`config.mk`:
```
export PLATFORM = sky130hd
export DESIGN_NAME = smaf_top
export DESIGN_NICKNAME = d
export VERILOG_FILES = /design/src/rtl/smaf_pkg.sv /design/src/rtl/smaf_top.sv
export SDC_FILE = /design/constraint.sdc
export NUM_CORES = 1
export LEC_CHECK = 0
export BUFFER_PORTS_ARGS = -buffer_cell sky130_fd_sc_hd__buf_2
export CORE_MARGIN = 2
export CORE_UTILIZATION = 45
export DETAILED_ROUTE_END_ITERATION = 7
export GPL_TIMING_DRIVEN = 0
export HOLD_SLACK_MARGIN = 0.02
export SYNTH_ARGS = -nofsm -noshare
export SYNTH_HDL_FRONTEND = slang
export SYNTH_SLANG_ARGS = --single-unit
```
`constraint.sdc`:
```
create_clock -name clock -period 3.9 [get_ports clock]
set_clock_uncertainty 0.15 [all_clocks]
set_input_delay 0.585 -clock clock [delete_from_list [all_inputs] [get_ports clock]]
set_output_delay 0.585 -clock clock [all_outputs]
set_load 0.01 [all_outputs]
```
`src/rtl/smaf_pkg.sv`:
```
package smaf_pkg;
    // register byte offsets
    localparam logic [7:0] REG_CTRL = 8'h00;
    localparam logic [7:0] REG_TXDATA = 8'h04;
    localparam logic [7:0] REG_RXDATA = 8'h08;
    localparam logic [7:0] REG_BAUD = 8'h0c;
    localparam logic [7:0] REG_ADDR = 8'h10;
    localparam logic [7:0] REG_STATUS = 8'h14;
    localparam logic [7:0] REG_MASK = 8'h18;
    // control register fields
    localparam int CTRL_MODE_HIGH = 7;
    localparam int CTRL_MODE_LOW = 6;
    localparam int CTRL_FILTER = 5;
    localparam int CTRL_RX_ENABLE = 4;
    localparam int CTRL_TX_NINTH = 3;
    localparam int CTRL_RX_NINTH = 2;
    localparam int CTRL_FAST = 1;
    // status and mask fields
    localparam int STAT_RX_DONE = 0;
    localparam int STAT_TX_DONE = 1;
    // reset values
    localparam logic [7:0] CTRL_RST = 8'h00;
    localparam logic [15:0] BAUD_RST = 16'h006c;
    localparam logic [15:0] ADDR_RST = 16'h0000;
    localparam logic [1:0] IRQ_RST = 2'h0;
    // modes as {mode_select_high, mode_select_low}
    localparam logic [1:0] MODE_SHIFT = 2'h0;
    localparam logic [1:0] MODE_UART8 = 2'h1;
    localparam logic [1:0] MODE_FIXED9 = 2'h2;
    localparam logic [1:0] MODE_VAR9 = 2'h3;
    // bit times in oscillator cycles
    localparam logic [15:0] MODE0_DIV = 16'h000c;
    localparam logic [15:0] MODE0_HALF = 16'h0006;
    localparam logic [15:0] FIXED_SLOW = 16'h0040;
    localparam logic [15:0] FIXED_FAST = 16'h0020;
    // frame lengths in bits after the start bit, or after the first data bit in mode 00
    localparam logic [3:0] LEN_SHIFT = 4'h7;
    localparam logic [3:0] LEN_UART8 = 4'h9;
    localparam logic [3:0] LEN_UART9 = 4'ha;
    localparam logic [1:0] RESP_OKAY = 2'h0;
    localparam logic [1:0] RESP_SLVERR = 2'h2;
endpackage

```
`src/rtl/smaf_top.sv`:
```
`timescale 1ns/1ps
module smaf_top
    import smaf_pkg::*;
(
    // system
    input wire logic clock,
    input wire logic rst,
    // axi4-lite slave
    input wire logic [7:0] s_axi_awaddr,
    input wire logic s_axi_awvalid,
    output logic s_axi_awready,
    input wire logic [31:0] s_axi_wdata,
    input wire logic [3:0] s_axi_wstrb,
    input wire logic s_axi_wvalid,
    output logic s_axi_wready,
    output logic [1:0] s_axi_bresp,
    output logic s_axi_bvalid,
    input wire logic s_axi_bready,
    input wire logic [7:0] s_axi_araddr,
    input wire logic s_axi_arvalid,
    output logic s_axi_arready,
    output logic [31:0] s_axi_rdata,
    output logic [1:0] s_axi_rresp,
    output logic s_axi_rvalid,
    input wire logic s_axi_rready,
    // serial line
    input wire logic rxd,
    output logic txd,
    output logic shift_data_out,
    output logic shift_data_oe,
    // interrupt
    output logic irq
);
    import smaf_pkg::*;

    typedef enum {TX_IDLE, TX_RUN} smaf_tx_type;
    typedef enum {RX_IDLE, RX_RUN} smaf_rx_type;

    function automatic logic [15:0] bit_cycles(input logic [1:0] m, input logic fast, input logic [15:0] div);
        if (m == MODE_SHIFT)
            return MODE0_DIV;
        else if (m == MODE_FIXED9)
            return fast ? FIXED_FAST : FIXED_SLOW;
        else
            return (div == 16'h0000) ? 16'h0001 : div;
    endfunction

    // given = value & mask, broadcast = value | mask; zero mask bits never matter to given, zero broadcast bits never matter to broadcast
    function automatic logic addr_hit(input logic [7:0] b, input logic [7:0] val, input logic [7:0] msk);
        logic [7:0] bcast;
        bcast = val | msk;
        return ((b & msk) == (val & msk)) || ((b | ~bcast) == 8'hff);
    endfunction

    logic aw_have_q, aw_have_d, w_have_q, w_have_d, bvalid_q, bvalid_d, rvalid_q, rvalid_d;
    logic awready_q, awready_d, wready_q, wready_d, arready_q, arready_d;
    logic [7:0] awaddr_q, awaddr_d;
    logic [31:0] wdata_q, wdata_d, rdata_q, rdata_d;
    logic [3:0] wstrb_q, wstrb_d;
    logic [1:0] bresp_q, bresp_d, rresp_q, rresp_d;
    logic [7:0] ctrl_q, ctrl_d, txbuf_q, txbuf_d, rxbuf_q, rxbuf_d;
    logic [15:0] baud_q, baud_d, addr_q, addr_d;
    logic [1:0] status_q, status_d, mask_q, mask_d;
    logic irq_q, irq_d, tx_start, do_wr;
    logic [1:0] mode;
    logic [15:0] period;
    assign mode = {ctrl_q[CTRL_MODE_HIGH], ctrl_q[CTRL_MODE_LOW]};
    assign period = bit_cycles(mode, ctrl_q[CTRL_FAST], baud_q);

    smaf_tx_type tx_st_q, tx_st_d;
    logic [15:0] tx_tmr_q, tx_tmr_d;
    logic [9:0] tx_sh_q, tx_sh_d;
    logic [3:0] tx_cnt_q, tx_cnt_d;
    logic txd_q, txd_d, sdo_q, sdo_d, soe_q, soe_d, tx_done;
    smaf_rx_type rx_st_q, rx_st_d;
    logic [15:0] rx_tmr_q, rx_tmr_d;
    logic [9:0] rx_sh_q, rx_sh_d, rx_nxt;
    logic [3:0] rx_cnt_q, rx_cnt_d;
    logic rx_fire, rx_done, rx_stop, rx_hit, rx_ninth;
    logic [7:0] rx_byte;

    // bus slave and register file
    always_comb
    begin
        aw_have_d = aw_have_q;
        awaddr_d = awaddr_q;
        w_have_d = w_have_q;
        wdata_d = wdata_q;
        wstrb_d = wstrb_q;
        bvalid_d = bvalid_q;
        bresp_d = bresp_q;
        rvalid_d = rvalid_q;
        rdata_d = rdata_q;
        rresp_d = rresp_q;
        ctrl_d = ctrl_q;
        txbuf_d = txbuf_q;
        rxbuf_d = rxbuf_q;
        baud_d = baud_q;
        addr_d = addr_q;
        mask_d = mask_q;
        status_d = status_q;
        tx_start = 1'b0;
        do_wr = aw_have_q && w_have_q && !bvalid_q;
        if (bvalid_q && s_axi_bready)
            bvalid_d = 1'b0;
        if (s_axi_awvalid && awready_q)
        begin
            aw_have_d = 1'b1;
            awaddr_d = s_axi_awaddr;
        end
        if (s_axi_wvalid && wready_q)
        begin
            w_have_d = 1'b1;
            wdata_d = s_axi_wdata;
            wstrb_d = s_axi_wstrb;
        end
        if (do_wr)
        begin
            aw_have_d = 1'b0;
            w_have_d = 1'b0;
            bvalid_d = 1'b1;
            bresp_d = RESP_OKAY;
            if (awaddr_q == REG_CTRL)
            begin
                if (wstrb_q[0])
                    ctrl_d = wdata_q[7:0];
            end
            else if (awaddr_q == REG_TXDATA)
            begin
                // a write while the transmitter is busy is dropped
                if (wstrb_q[0] && tx_st_q == TX_IDLE)
                begin
                    txbuf_d = wdata_q[7:0];
                    tx_start = 1'b1;
                end
            end
            else if (awaddr_q == REG_RXDATA)
                bresp_d = RESP_OKAY;
            else if (awaddr_q == REG_BAUD)
            begin
                if (wstrb_q[0])
                    baud_d[7:0] = wdata_q[7:0];
                if (wstrb_q[1])
                    baud_d[15:8] = wdata_q[15:8];
            end
            else if (awaddr_q == REG_ADDR)
            begin
                if (wstrb_q[0])
                    addr_d[7:0] = wdata_q[7:0];
                if (wstrb_q[1])
                    addr_d[15:8] = wdata_q[15:8];
            end
            else if (awaddr_q == REG_STATUS)
            begin
                if (wstrb_q[0])
                    status_d = status_q & ~wdata_q[1:0];
            end
            else if (awaddr_q == REG_MASK)
            begin
                if (wstrb_q[0])
                    mask_d = wdata_q[1:0];
            end
            else
                bresp_d = RESP_SLVERR;
        end
        if (rvalid_q && s_axi_rready)
            rvalid_d = 1'b0;
        if (s_axi_arvalid && arready_q)
        begin
            rvalid_d = 1'b1;
            rresp_d = RESP_OKAY;
            rdata_d = 32'h0000_0000;
            if (s_axi_araddr == REG_CTRL)
                rdata_d[7:0] = ctrl_q;
            else if (s_axi_araddr == REG_TXDATA)
                rdata_d[8:0] = {tx_st_q == TX_RUN, txbuf_q};
            else if (s_axi_araddr == REG_RXDATA)
                rdata_d[7:0] = rxbuf_q;
            else if (s_axi_araddr == REG_BAUD)
                rdata_d[15:0] = baud_q;
            else if (s_axi_araddr == REG_ADDR)
                rdata_d[15:0] = addr_q;
            else if (s_axi_araddr == REG_STATUS)
                rdata_d[1:0] = status_q;
            else if (s_axi_araddr == REG_MASK)
                rdata_d[1:0] = mask_q;
            else
                rresp_d = RESP_SLVERR;
        end
        // hardware events win over a clear in the same cycle
        if (rx_fire)
        begin
            status_d[STAT_RX_DONE] = 1'b1;
            rxbuf_d = rx_byte;
            if (mode != MODE_SHIFT)
                ctrl_d[CTRL_RX_NINTH] = rx_ninth;
        end
        if (tx_done)
            status_d[STAT_TX_DONE] = 1'b1;
        awready_d = !aw_have_d && !bvalid_d;
        wready_d = !w_have_d && !bvalid_d;
        arready_d = !rvalid_d;
        irq_d = |(status_d & mask_d);
    end

    always_ff @(posedge clock)
    begin
        if (rst)
        begin
            aw_have_q <= 1'b0;
            awaddr_q <= 8'h00;
            w_have_q <= 1'b0;
            wdata_q <= 32'h0000_0000;
            wstrb_q <= 4'h0;
            bvalid_q <= 1'b0;
            bresp_q <= RESP_OKAY;
            rvalid_q <= 1'b0;
            rdata_q <= 32'h0000_0000;
            rresp_q <= RESP_OKAY;
            awready_q <= 1'b0;
            wready_q <= 1'b0;
            arready_q <= 1'b0;
            ctrl_q <= CTRL_RST;
            txbuf_q <= 8'h00;
            rxbuf_q <= 8'h00;
            baud_q <= BAUD_RST;
            addr_q <= ADDR_RST;
            status_q <= IRQ_RST;
            mask_q <= IRQ_RST;
            irq_q <= 1'b0;
        end
        else
        begin
            aw_have_q <= aw_have_d;
            awaddr_q <= awaddr_d;
            w_have_q <= w_have_d;
            wdata_q <= wdata_d;
            wstrb_q <= wstrb_d;
            bvalid_q <= bvalid_d;
            bresp_q <= bresp_d;
            rvalid_q <= rvalid_d;
            rdata_q <= rdata_d;
            rresp_q <= rresp_d;
            awready_q <= awready_d;
            wready_q <= wready_d;
            arready_q <= arready_d;
            ctrl_q <= ctrl_d;
            txbuf_q <= txbuf_d;
            rxbuf_q <= rxbuf_d;
            baud_q <= baud_d;
            addr_q <= addr_d;
            status_q <= status_d;
            mask_q <= mask_d;
            irq_q <= irq_d;
        end
    end

    // transmitter; in mode 00 txd carries the shift clock for both directions
    always_comb
    begin
        tx_st_d = tx_st_q;
        tx_tmr_d = tx_tmr_q;
        tx_sh_d = tx_sh_q;
        tx_cnt_d = tx_cnt_q;
        txd_d = 1'b1;
        sdo_d = sdo_q;
        soe_d = soe_q;
        tx_done = 1'b0;
        if (tx_st_q == TX_IDLE)
        begin
            soe_d = 1'b0;
            if (tx_start)
            begin
                tx_st_d = TX_RUN;
                tx_tmr_d = period - 16'h0001;
                if (mode == MODE_SHIFT)
                begin
                    sdo_d = txbuf_d[0];
                    soe_d = 1'b1;
                    tx_sh_d = {3'b111, txbuf_d[7:1]};
                    tx_cnt_d = LEN_SHIFT;
                end
                else
                begin
                    txd_d = 1'b0;
                    // ninth slot is the stop bit in mode 01
                    tx_sh_d = {1'b1, (mode == MODE_UART8) | ctrl_q[CTRL_TX_NINTH], txbuf_d};
                    tx_cnt_d = (mode == MODE_UART8) ? LEN_UART8 : LEN_UART9;
                end
            end
        end
        else
        begin
            txd_d = txd_q;
            if (tx_tmr_q != 16'h0000)
                tx_tmr_d = tx_tmr_q - 16'h0001;
            else if (tx_cnt_q == 4'h0)
            begin
                tx_st_d = TX_IDLE;
                tx_done = 1'b1;
                txd_d = 1'b1;
                soe_d = 1'b0;
            end
            else
            begin
                tx_tmr_d = period - 16'h0001;
                tx_cnt_d = tx_cnt_q - 4'h1;
                tx_sh_d = {1'b1, tx_sh_q[9:1]};
                if (mode == MODE_SHIFT)
                    sdo_d = tx_sh_q[0];
                else
                    txd_d = tx_sh_q[0];
            end
        end
        // shift clock low for the first half of each bit, rising mid bit
        if (mode == MODE_SHIFT && tx_st_d == TX_RUN)
            txd_d = tx_tmr_d < MODE0_HALF;
        else if (mode == MODE_SHIFT && rx_st_d == RX_RUN)
            txd_d = rx_tmr_d < MODE0_HALF;
    end

    always_ff @(posedge clock)
    begin
        if (rst)
        begin
            tx_st_q <= TX_IDLE;
            tx_tmr_q <= 16'h0000;
            tx_sh_q <= 10'h3ff;
            tx_cnt_q <= 4'h0;
            txd_q <= 1'b1;
            sdo_q <= 1'b1;
            soe_q <= 1'b0;
        end
        else
        begin
            tx_st_q <= tx_st_d;
            tx_tmr_q <= tx_tmr_d;
            tx_sh_q <= tx_sh_d;
            tx_cnt_q <= tx_cnt_d;
            txd_q <= txd_d;
            sdo_q <= sdo_d;
            soe_q <= soe_d;
        end
    end

    // receiver: start bit checked mid bit, so the stop sample falls mid stop bit
    always_comb
    begin
        rx_st_d = rx_st_q;
        rx_tmr_d = rx_tmr_q;
        rx_sh_d = rx_sh_q;
        rx_cnt_d = rx_cnt_q;
        rx_nxt = {rxd, rx_sh_q[9:1]};
        rx_done = 1'b0;
        rx_byte = (mode == MODE_UART8) ? rx_nxt[8:1] : rx_nxt[7:0];
        rx_ninth = (mode == MODE_UART8) ? rx_nxt[9] : rx_nxt[8];
        rx_stop = rx_nxt[9];
        rx_hit = addr_hit(rx_byte, addr_q[7:0], addr_q[15:8]);
        if (mode == MODE_SHIFT)
            rx_byte = rx_nxt[9:2];
        if (!ctrl_q[CTRL_RX_ENABLE])
            rx_st_d = RX_IDLE;
        else if (rx_st_q == RX_IDLE)
        begin
            rx_cnt_d = 4'h0;
            // mode 00 reception starts only with the flag clear and the line free
            if (mode == MODE_SHIFT)
            begin
                if (!status_q[STAT_RX_DONE] && tx_st_q == TX_IDLE && !tx_start)
                begin
                    rx_st_d = RX_RUN;
                    rx_tmr_d = period - 16'h0001;
                end
            end
            else if (!rxd)
            begin
                rx_st_d = RX_RUN;
                rx_tmr_d = {1'b0, period[15:1]};
            end
        end
        else if (rx_tmr_q != 16'h0000)
            rx_tmr_d = rx_tmr_q - 16'h0001;
        else
        begin
            rx_tmr_d = period - 16'h0001;
            rx_cnt_d = rx_cnt_q + 4'h1;
            if (mode != MODE_SHIFT && rx_cnt_q == 4'h0)
            begin
                if (rxd)
                    rx_st_d = RX_IDLE;
            end
            else
            begin
                rx_sh_d = rx_nxt;
                if ((mode == MODE_SHIFT && rx_cnt_q == LEN_SHIFT) || (mode == MODE_UART8 && rx_cnt_q == LEN_UART8)
                    || (mode[1] && rx_cnt_q == LEN_UART9))
                begin
                    rx_st_d = RX_IDLE;
                    rx_done = 1'b1;
                end
            end
        end
        // qualification; filter enable has no effect in mode 00
        if (!ctrl_q[CTRL_FILTER] || mode == MODE_SHIFT)
            rx_fire = rx_done;
        else if (mode == MODE_UART8)
            rx_fire = rx_done && rx_stop && rx_hit;
        else
            rx_fire = rx_done && rx_ninth && rx_hit;
    end

    always_ff @(posedge clock)
    begin
        if (rst)
        begin
            rx_st_q <= RX_IDLE;
            rx_tmr_q <= 16'h0000;
            rx_sh_q <= 10'h000;
            rx_cnt_q <= 4'h0;
        end
        else
        begin
            rx_st_q <= rx_st_d;
            rx_tmr_q <= rx_tmr_d;
            rx_sh_q <= rx_sh_d;
            rx_cnt_q <= rx_cnt_d;
        end
    end

    assign s_axi_awready = awready_q;
    assign s_axi_wready = wready_q;
    assign s_axi_bvalid = bvalid_q;
    assign s_axi_bresp = bresp_q;
    assign s_axi_arready = arready_q;
    assign s_axi_rvalid = rvalid_q;
    assign s_axi_rdata = rdata_q;
    assign s_axi_rresp = rresp_q;
    assign txd = txd_q;
    assign shift_data_out = sdo_q;
    assign shift_data_oe = soe_q;
    assign irq = irq_q;
endmodule

```
======== Word level (Yosys, flattened, before mapping) ========
Index checks and enable logic that the tools add are counted.
word-level totals
  RAM bits ................................ 0
  memory bits (read-only) ................. 0
  flip-flop bits (word level) ............. 241
  logic and storage cells ................. 282
  output and inout bits ................... 45
  memories kept ........................... 0
  latch bits .............................. 0
  input port bits ......................... 60
cells by class
  equality and inequality tests ........... 29
  bitwise logic cells ..................... 16
  mux-type cells .......................... 136
  multipliers ............................. 0
  reductions and logical operators ........ 59
  shift-type cells ........................ 0
  add/sub/neg operators ................... 5
  order comparisons ....................... 2
  divide/modulo/power cells ............... 0
operators by type and width
  kind                     number
  $mux W32                 13
  $mux W16                 14
  $eq A32 B2 Y1 const B    3
  $mux W8                  10
  $mux W2                  35
  $logic_not A32 Y1        2
  $eq A8 B5 Y1 const B     6
  $sub A16 B1 Y16 const B  3
  $mux W1                  45
  $mux W10                 4
  $eq A8 B4 Y1 const B     4
  $lt A16 B3 Y1 const B    2
  $reduce_bool A16 Y1      2
  $mux W4                  7
  $logic_and A1 B1 Y1      22
  $mux W9                  2
  $and A8 B8 Y8            2
  $eq A8 B3 Y1 const B     2
  $logic_not A16 Y1        1
  $logic_not A8 Y1         2
  $or A8 B8 Y8             2
  $mux W14                 1
  $mux W7                  2
  $reduce_and A7 Y1        2
  28 further kinds         59

======== Logic depth before layout (Yosys ltp) ========
  word-level depth ........................ 16
  gate-level depth with buffers ........... 17
  mapped depth without buffers ............ 16

======== Least setup slack after synthesis ========
No wires, ideal clock.
  path kind ............................... register -> register
  from .................................... reg baud_q[9]
  to ...................................... reg txd_q, in the netlist txd
  setup slack ............................. 0.272 ns
  period minus slack after synthesis ...... 3.628 ns
  arrival time ............................ 3.391 ns
  buffers on the path ..................... 1
  library setup time ...................... 0.087 ns
  data required time ...................... 3.663 ns
  stages on the path, launching flop included .. 18
  cells stage by stage .................... dfxtp_1 > clkbuf_1 > nor4_1 > nand3_1 > nor2_1 > nor2_1 > nor2_1 > inv_1 > ha_1 > nor3b_2 > nand3_1 > xor2_1 > nor2_1 > o21ai_0 > nand4_1 > or4_1 > o31a_1 > o31ai_1
on the way
  word-level cells in the longest chain between the ends .. 12
ends and longest elaborated chain
  what                      RTL line         text
  start: declaration        smaf_top.sv:62   logic [15:0] baud_q, baud_d, addr_q, addr_d;
  start signal: assignment  smaf_top.sv:250  baud_q <= baud_d;
  $logic_not A16 Y1         smaf_top.sv:45   return (div == 16'h0000) ? 16'h0001 : div;
  $mux W16 (*)              smaf_top.sv:45
  $mux W16 (*)              smaf_top.sv:42   else if (m == MODE_FIXED9)
  $mux W16 (*)              smaf_top.sv:40   if (m == MODE_SHIFT)
  $sub A16 B1 Y16           -
  $mux W16                  smaf_top.sv:369  if (!status_q[STAT_RX_DONE] && tx_st_q == TX_IDLE && !tx_start)
  $mux W16                  smaf_top.sv:367  if (mode == MODE_SHIFT)
  $mux W16                  smaf_top.sv:363  else if (rx_st_q == RX_IDLE)
  $mux W16                  smaf_top.sv:361  if (!ctrl_q[CTRL_RX_ENABLE])
  $lt A16 B3 Y1             smaf_top.sv:319  txd_d = rx_tmr_d < MODE0_HALF;
  $mux W1                   smaf_top.sv:318  else if (mode == MODE_SHIFT && rx_st_d == RX_RUN)
  $mux W1 (*)               smaf_top.sv:316  if (mode == MODE_SHIFT && tx_st_d == TX_RUN)
  end signal: assignment    smaf_top.sv:340  txd_q <= txd_d;
  end: declaration          smaf_top.sv:74   logic txd_q, txd_d, sdo_q, sdo_d, soe_q, soe_d, tx_done;
Mark *: on every way between the ends. The rest lies on a longest branch, timed or not.
A chain may end at the register's enable or synchronous reset.

======== Worst setup path after layout ========
  from .................................... reg baud_q[11]
  to ...................................... reg txd_q, in the netlist txd
The elaborated chain is that of the path after synthesis.

==> run_results.csv <==
group,metric,value,unit
setup_path,path_max_fanout,7,
logic_synthesis,synthFlopType,"dfxtp_1",
logic_synthesis,yosysWarnings,0,
drt,vias_per_cell,5.856,
timing,fmax,0.2594,GHz
timing,fin_setup_tns,0,ns
drt,drt-total-wl,38640,µm
drt,drt_drc_violations_left,0,
logic_synthesis,synth_top_area_cell,"dfxtp_1",
grt,antenna_found_initial,0,
placement,gp_congestion,0.9655,
clocking,clkLatencyLatePin,0.57,ns
layout,drive_above_1_share,0.1243,
die,ios,105,
setup_path,r2r_setup_slack,0.05,ns
drt,drt_pass1_iterations,6,
grt,grt_pass1_wl,60630,µm
layout,antennaDiodeCount,0,
clocking,htree_levels,1,
clocking,clk_pin_slew,0.06,ns
timing,slew_headroom,0.2285,
drt,drt_iter0_markers,1239,
die,die_y,164.8,µm
logic_synthesis,ys_seq_area_frac,0.4080,
timing,drv_slew,0,
clocking,clk_path_buf_depth,3,
power,power_density,393.2,mW/mm²
setup_path,end_kind,"register",
run_status,outcome,"complete, no violations",
grt,grt_overflow,0,
drt,wl_per_cell,20.35,µm
placement,post-dp-hpwl,28420,µm
layout,final_cells,1899,
logic_synthesis,synth.cell_area,0.01163,mm²
clocking,hold_buffers,0,
die,dieArea,0.02714,mm²
power,power.leakage,5.156,nW
logic_synthesis,ys_seq_elements,237,
timing,fin_crit,3.855,ns
clocking,cts_tree,"yes",
layout,nNetsFinal,1616,
clocking,cts_buffers,27,
drt,vias,11121,
timing,final-setup-viol-count,0,
placement,dpl.cell_count,1847,
logic_synthesis,synth_edf_count,0,
grt,grt_max_degree,15,
die,rows,58,
clocking,cts_sinks,237,
timing,rsz0062_at_grt,"true",
power,vdd_drop_max,0.3456,mV
timing,min_period_over_period,0.9883,
logic_synthesis,synthDominantCellAreaShare,0.4080,
grt,track_usage,0.2881,
logic_synthesis,synth_cell_types,78,
logic_synthesis,netlist_instances,1433,
timing,hold_viol,0,
die,die_w,164.8,µm
setup_path,arrival,4.16,ns
logic_synthesis,synthArstFlopShare,0,
min_path,hold_path.class,"input pin to register",
logic_synthesis,ys_top_cells_by_area,"dfxtp_1, mux2i_1, nor2_1, nand2_1, and2_1",
drt,ant_nets,0,
die,core,0.02525,mm²
setup_path,critPathKind,"register to register",
die,initial_utilization,0.4605,
grt,grt_pass1_vias,10409,
setup_path,startpoint_type,"register",
placement,portBuffers,66,
setup_path,worstPathRequired,4.20,ns
flow_run,max_cap_violations,0,
timing,worst_pin_slew,1.148,ns
layout,syn_to_final_growth,16.30,%
logic_synthesis,syn_area_per_cell,8.115,µm²
clocking,cts-root-buf,"clkbuf_16",
==> cells in the mapped netlist, types with 7 or more instances <==
cell type	count
dfxtp_1	237
nor2_1	177
nand2_1	165
a21oi_1	88
clkbuf_1	78
mux2i_1	74
and2_1	71
o21ai_0	68
nor3_1	35
nand3_1	29
nor4_1	29
a22oi_1	27
inv_1	27
nor2b_1	25
nand4_1	21
a31oi_1	20
buf_4	20
xnor2_1	14
a211oi_1	13
a311oi_1	12
a221oi_1	10
nand2b_1	10
o21bai_1	10
a22o_1	9
buf_2	9
or3_1	9
buf_1	8
ha_1	8
o211ai_1	8
and3_1	7
==> worst paths after layout <==
path	from	to	cells after the start
max	baud_q[11]	txd	16
min	s_axi_wdata[0]	wdata_q[0]	3
min reg2reg	aw_have_q	s_axi_awready	1
max reg2reg	baud_q[11]	txd	16
==> power breakdown <==
part           switching [mW]  leakage [nW]  internal (mW)
Sequential             0.0268          1.92           2.45
Clock                    1.07         0.467           1.57
Combinational           0.136          2.77         0.0693
Total                    1.24          5.16           4.08
==> worst max-delay path, stage by stage (launching register included) <==
cell     delay (ns)
dfxtp_1        0.57
nor4_4         0.09
nand3_1        0.10
nor2_1         0.04
nor2_1         0.17
nor2_2         0.07
inv_1          0.10
ha_2           0.24
nor3b_4        0.40
o32ai_1        0.21
nor2_2         0.19
o21ai_0        0.09
a21oi_1        0.19
o31ai_1        0.14
or4_1          0.52
o31a_1         0.37
o31ai_1        0.10
==> layout make-up <==
| cell class | count | area (µm²) |
|---|---|---|
| Clock inverter | 11 | 130.1 |
| Fill cell | 2484 | 11730 |
| Buffer | 109 | 508.0 |
| Timing Repair Buffer | 76 | 409.1 |
| Clock buffer | 39 | 800.8 |
| Tap cell | 330 | 412.9 |
| Inverter | 27 | 101.3 |
| Multi-Input combinational cell | 1070 | 6409 |
| Sequential cell | 237 | 4753 |
==> repair_timing <==
action	in CTS	in global routing
cloned	0	0
resized for setup	17	10
endpoints found under the setup margin	5	10
setup buffers	3	5
pin swaps	5	7
==> metal layers <==
layer  part of all wire  track usage  vias to the layer above
met4              0.048       0.1190                        0
li1                   -            -                     5310
met3              0.075      0.03918                      100
met1               0.44       0.3943                     5154
met5                  0            0                        -
met2               0.44       0.4582                      557
==> flip-flops by register name (all words and copies together) (netlist names), 2 cells and up <==
register	cells
tx_tmr_q	16
s_axi_rdata	16
rx_cnt_q	4
tx_cnt_q	4
rxbuf_q	8
tx_sh_q	9
baud_q	16
mask_q	2
rx_tmr_q	16
wstrb_q	2
addr_q	16
txbuf_q	8
wdata_q	16
ctrl_q	8
status_q	2
tx_st_q	32
awaddr_q	8
rx_sh_q	9
rx_st_q	32
==> metrics by stage <==
step	power [mW]	worst slack (ns)	util	cell area, µm²	hold WS [ns]
floorplan	2.635	0.2723	-	11690	0.2673
detailed placement	2.729	-0.8589	0.4933	12460	0.2929
global placement	2.726	-0.7765	0.4924	12440	0.2918
finish	5.318	0.04549	0.5355	13520	0.1063
global route	5.464	-0.1349	0.5355	13520	0.1078
CTS	5.352	0.01608	0.5330	13460	0.1000
==> cell families after synthesis <==
| group | share of synthesized area |
|---|---|
| AND/OR/NAND/NOR | 0.2644 |
| AO/OA/AOI/OAI | 0.1841 |
| flip-flops | 0.4080 |
| buffers and inverters | 0.05423 |
| multiplexers | 0.06757 |
| XOR/XNOR | 0.01280 |
| adder cells (fa/ha/maj) | 0.008608 |
| other | 0.0003225 |
==> placed cells by master (no fill, tap or decap), drive strengths merged, types with 6 or more instances in the layout <==
cell,n
or4,7
and3,7
nand4,21
nor4b,6
nor2,177
clkbuf,110
conb,18
o21ai,71
a311oi,12
or3,9
nor2b,25
clkinv,7
and2,72
nor3,37
nand3,29
o21bai,10
a221oi,10
a22o,9
inv,29
xnor2,14
a21oi,88
mux2i,74
o211ai,8
a211oi,13
nand2,165
a31oi,20
nor4,34
nand2b,10
a222oi,6
ha,8
dfxtp,237
a22oi,27
buf,114
Power figures use the tool's default switching activity.
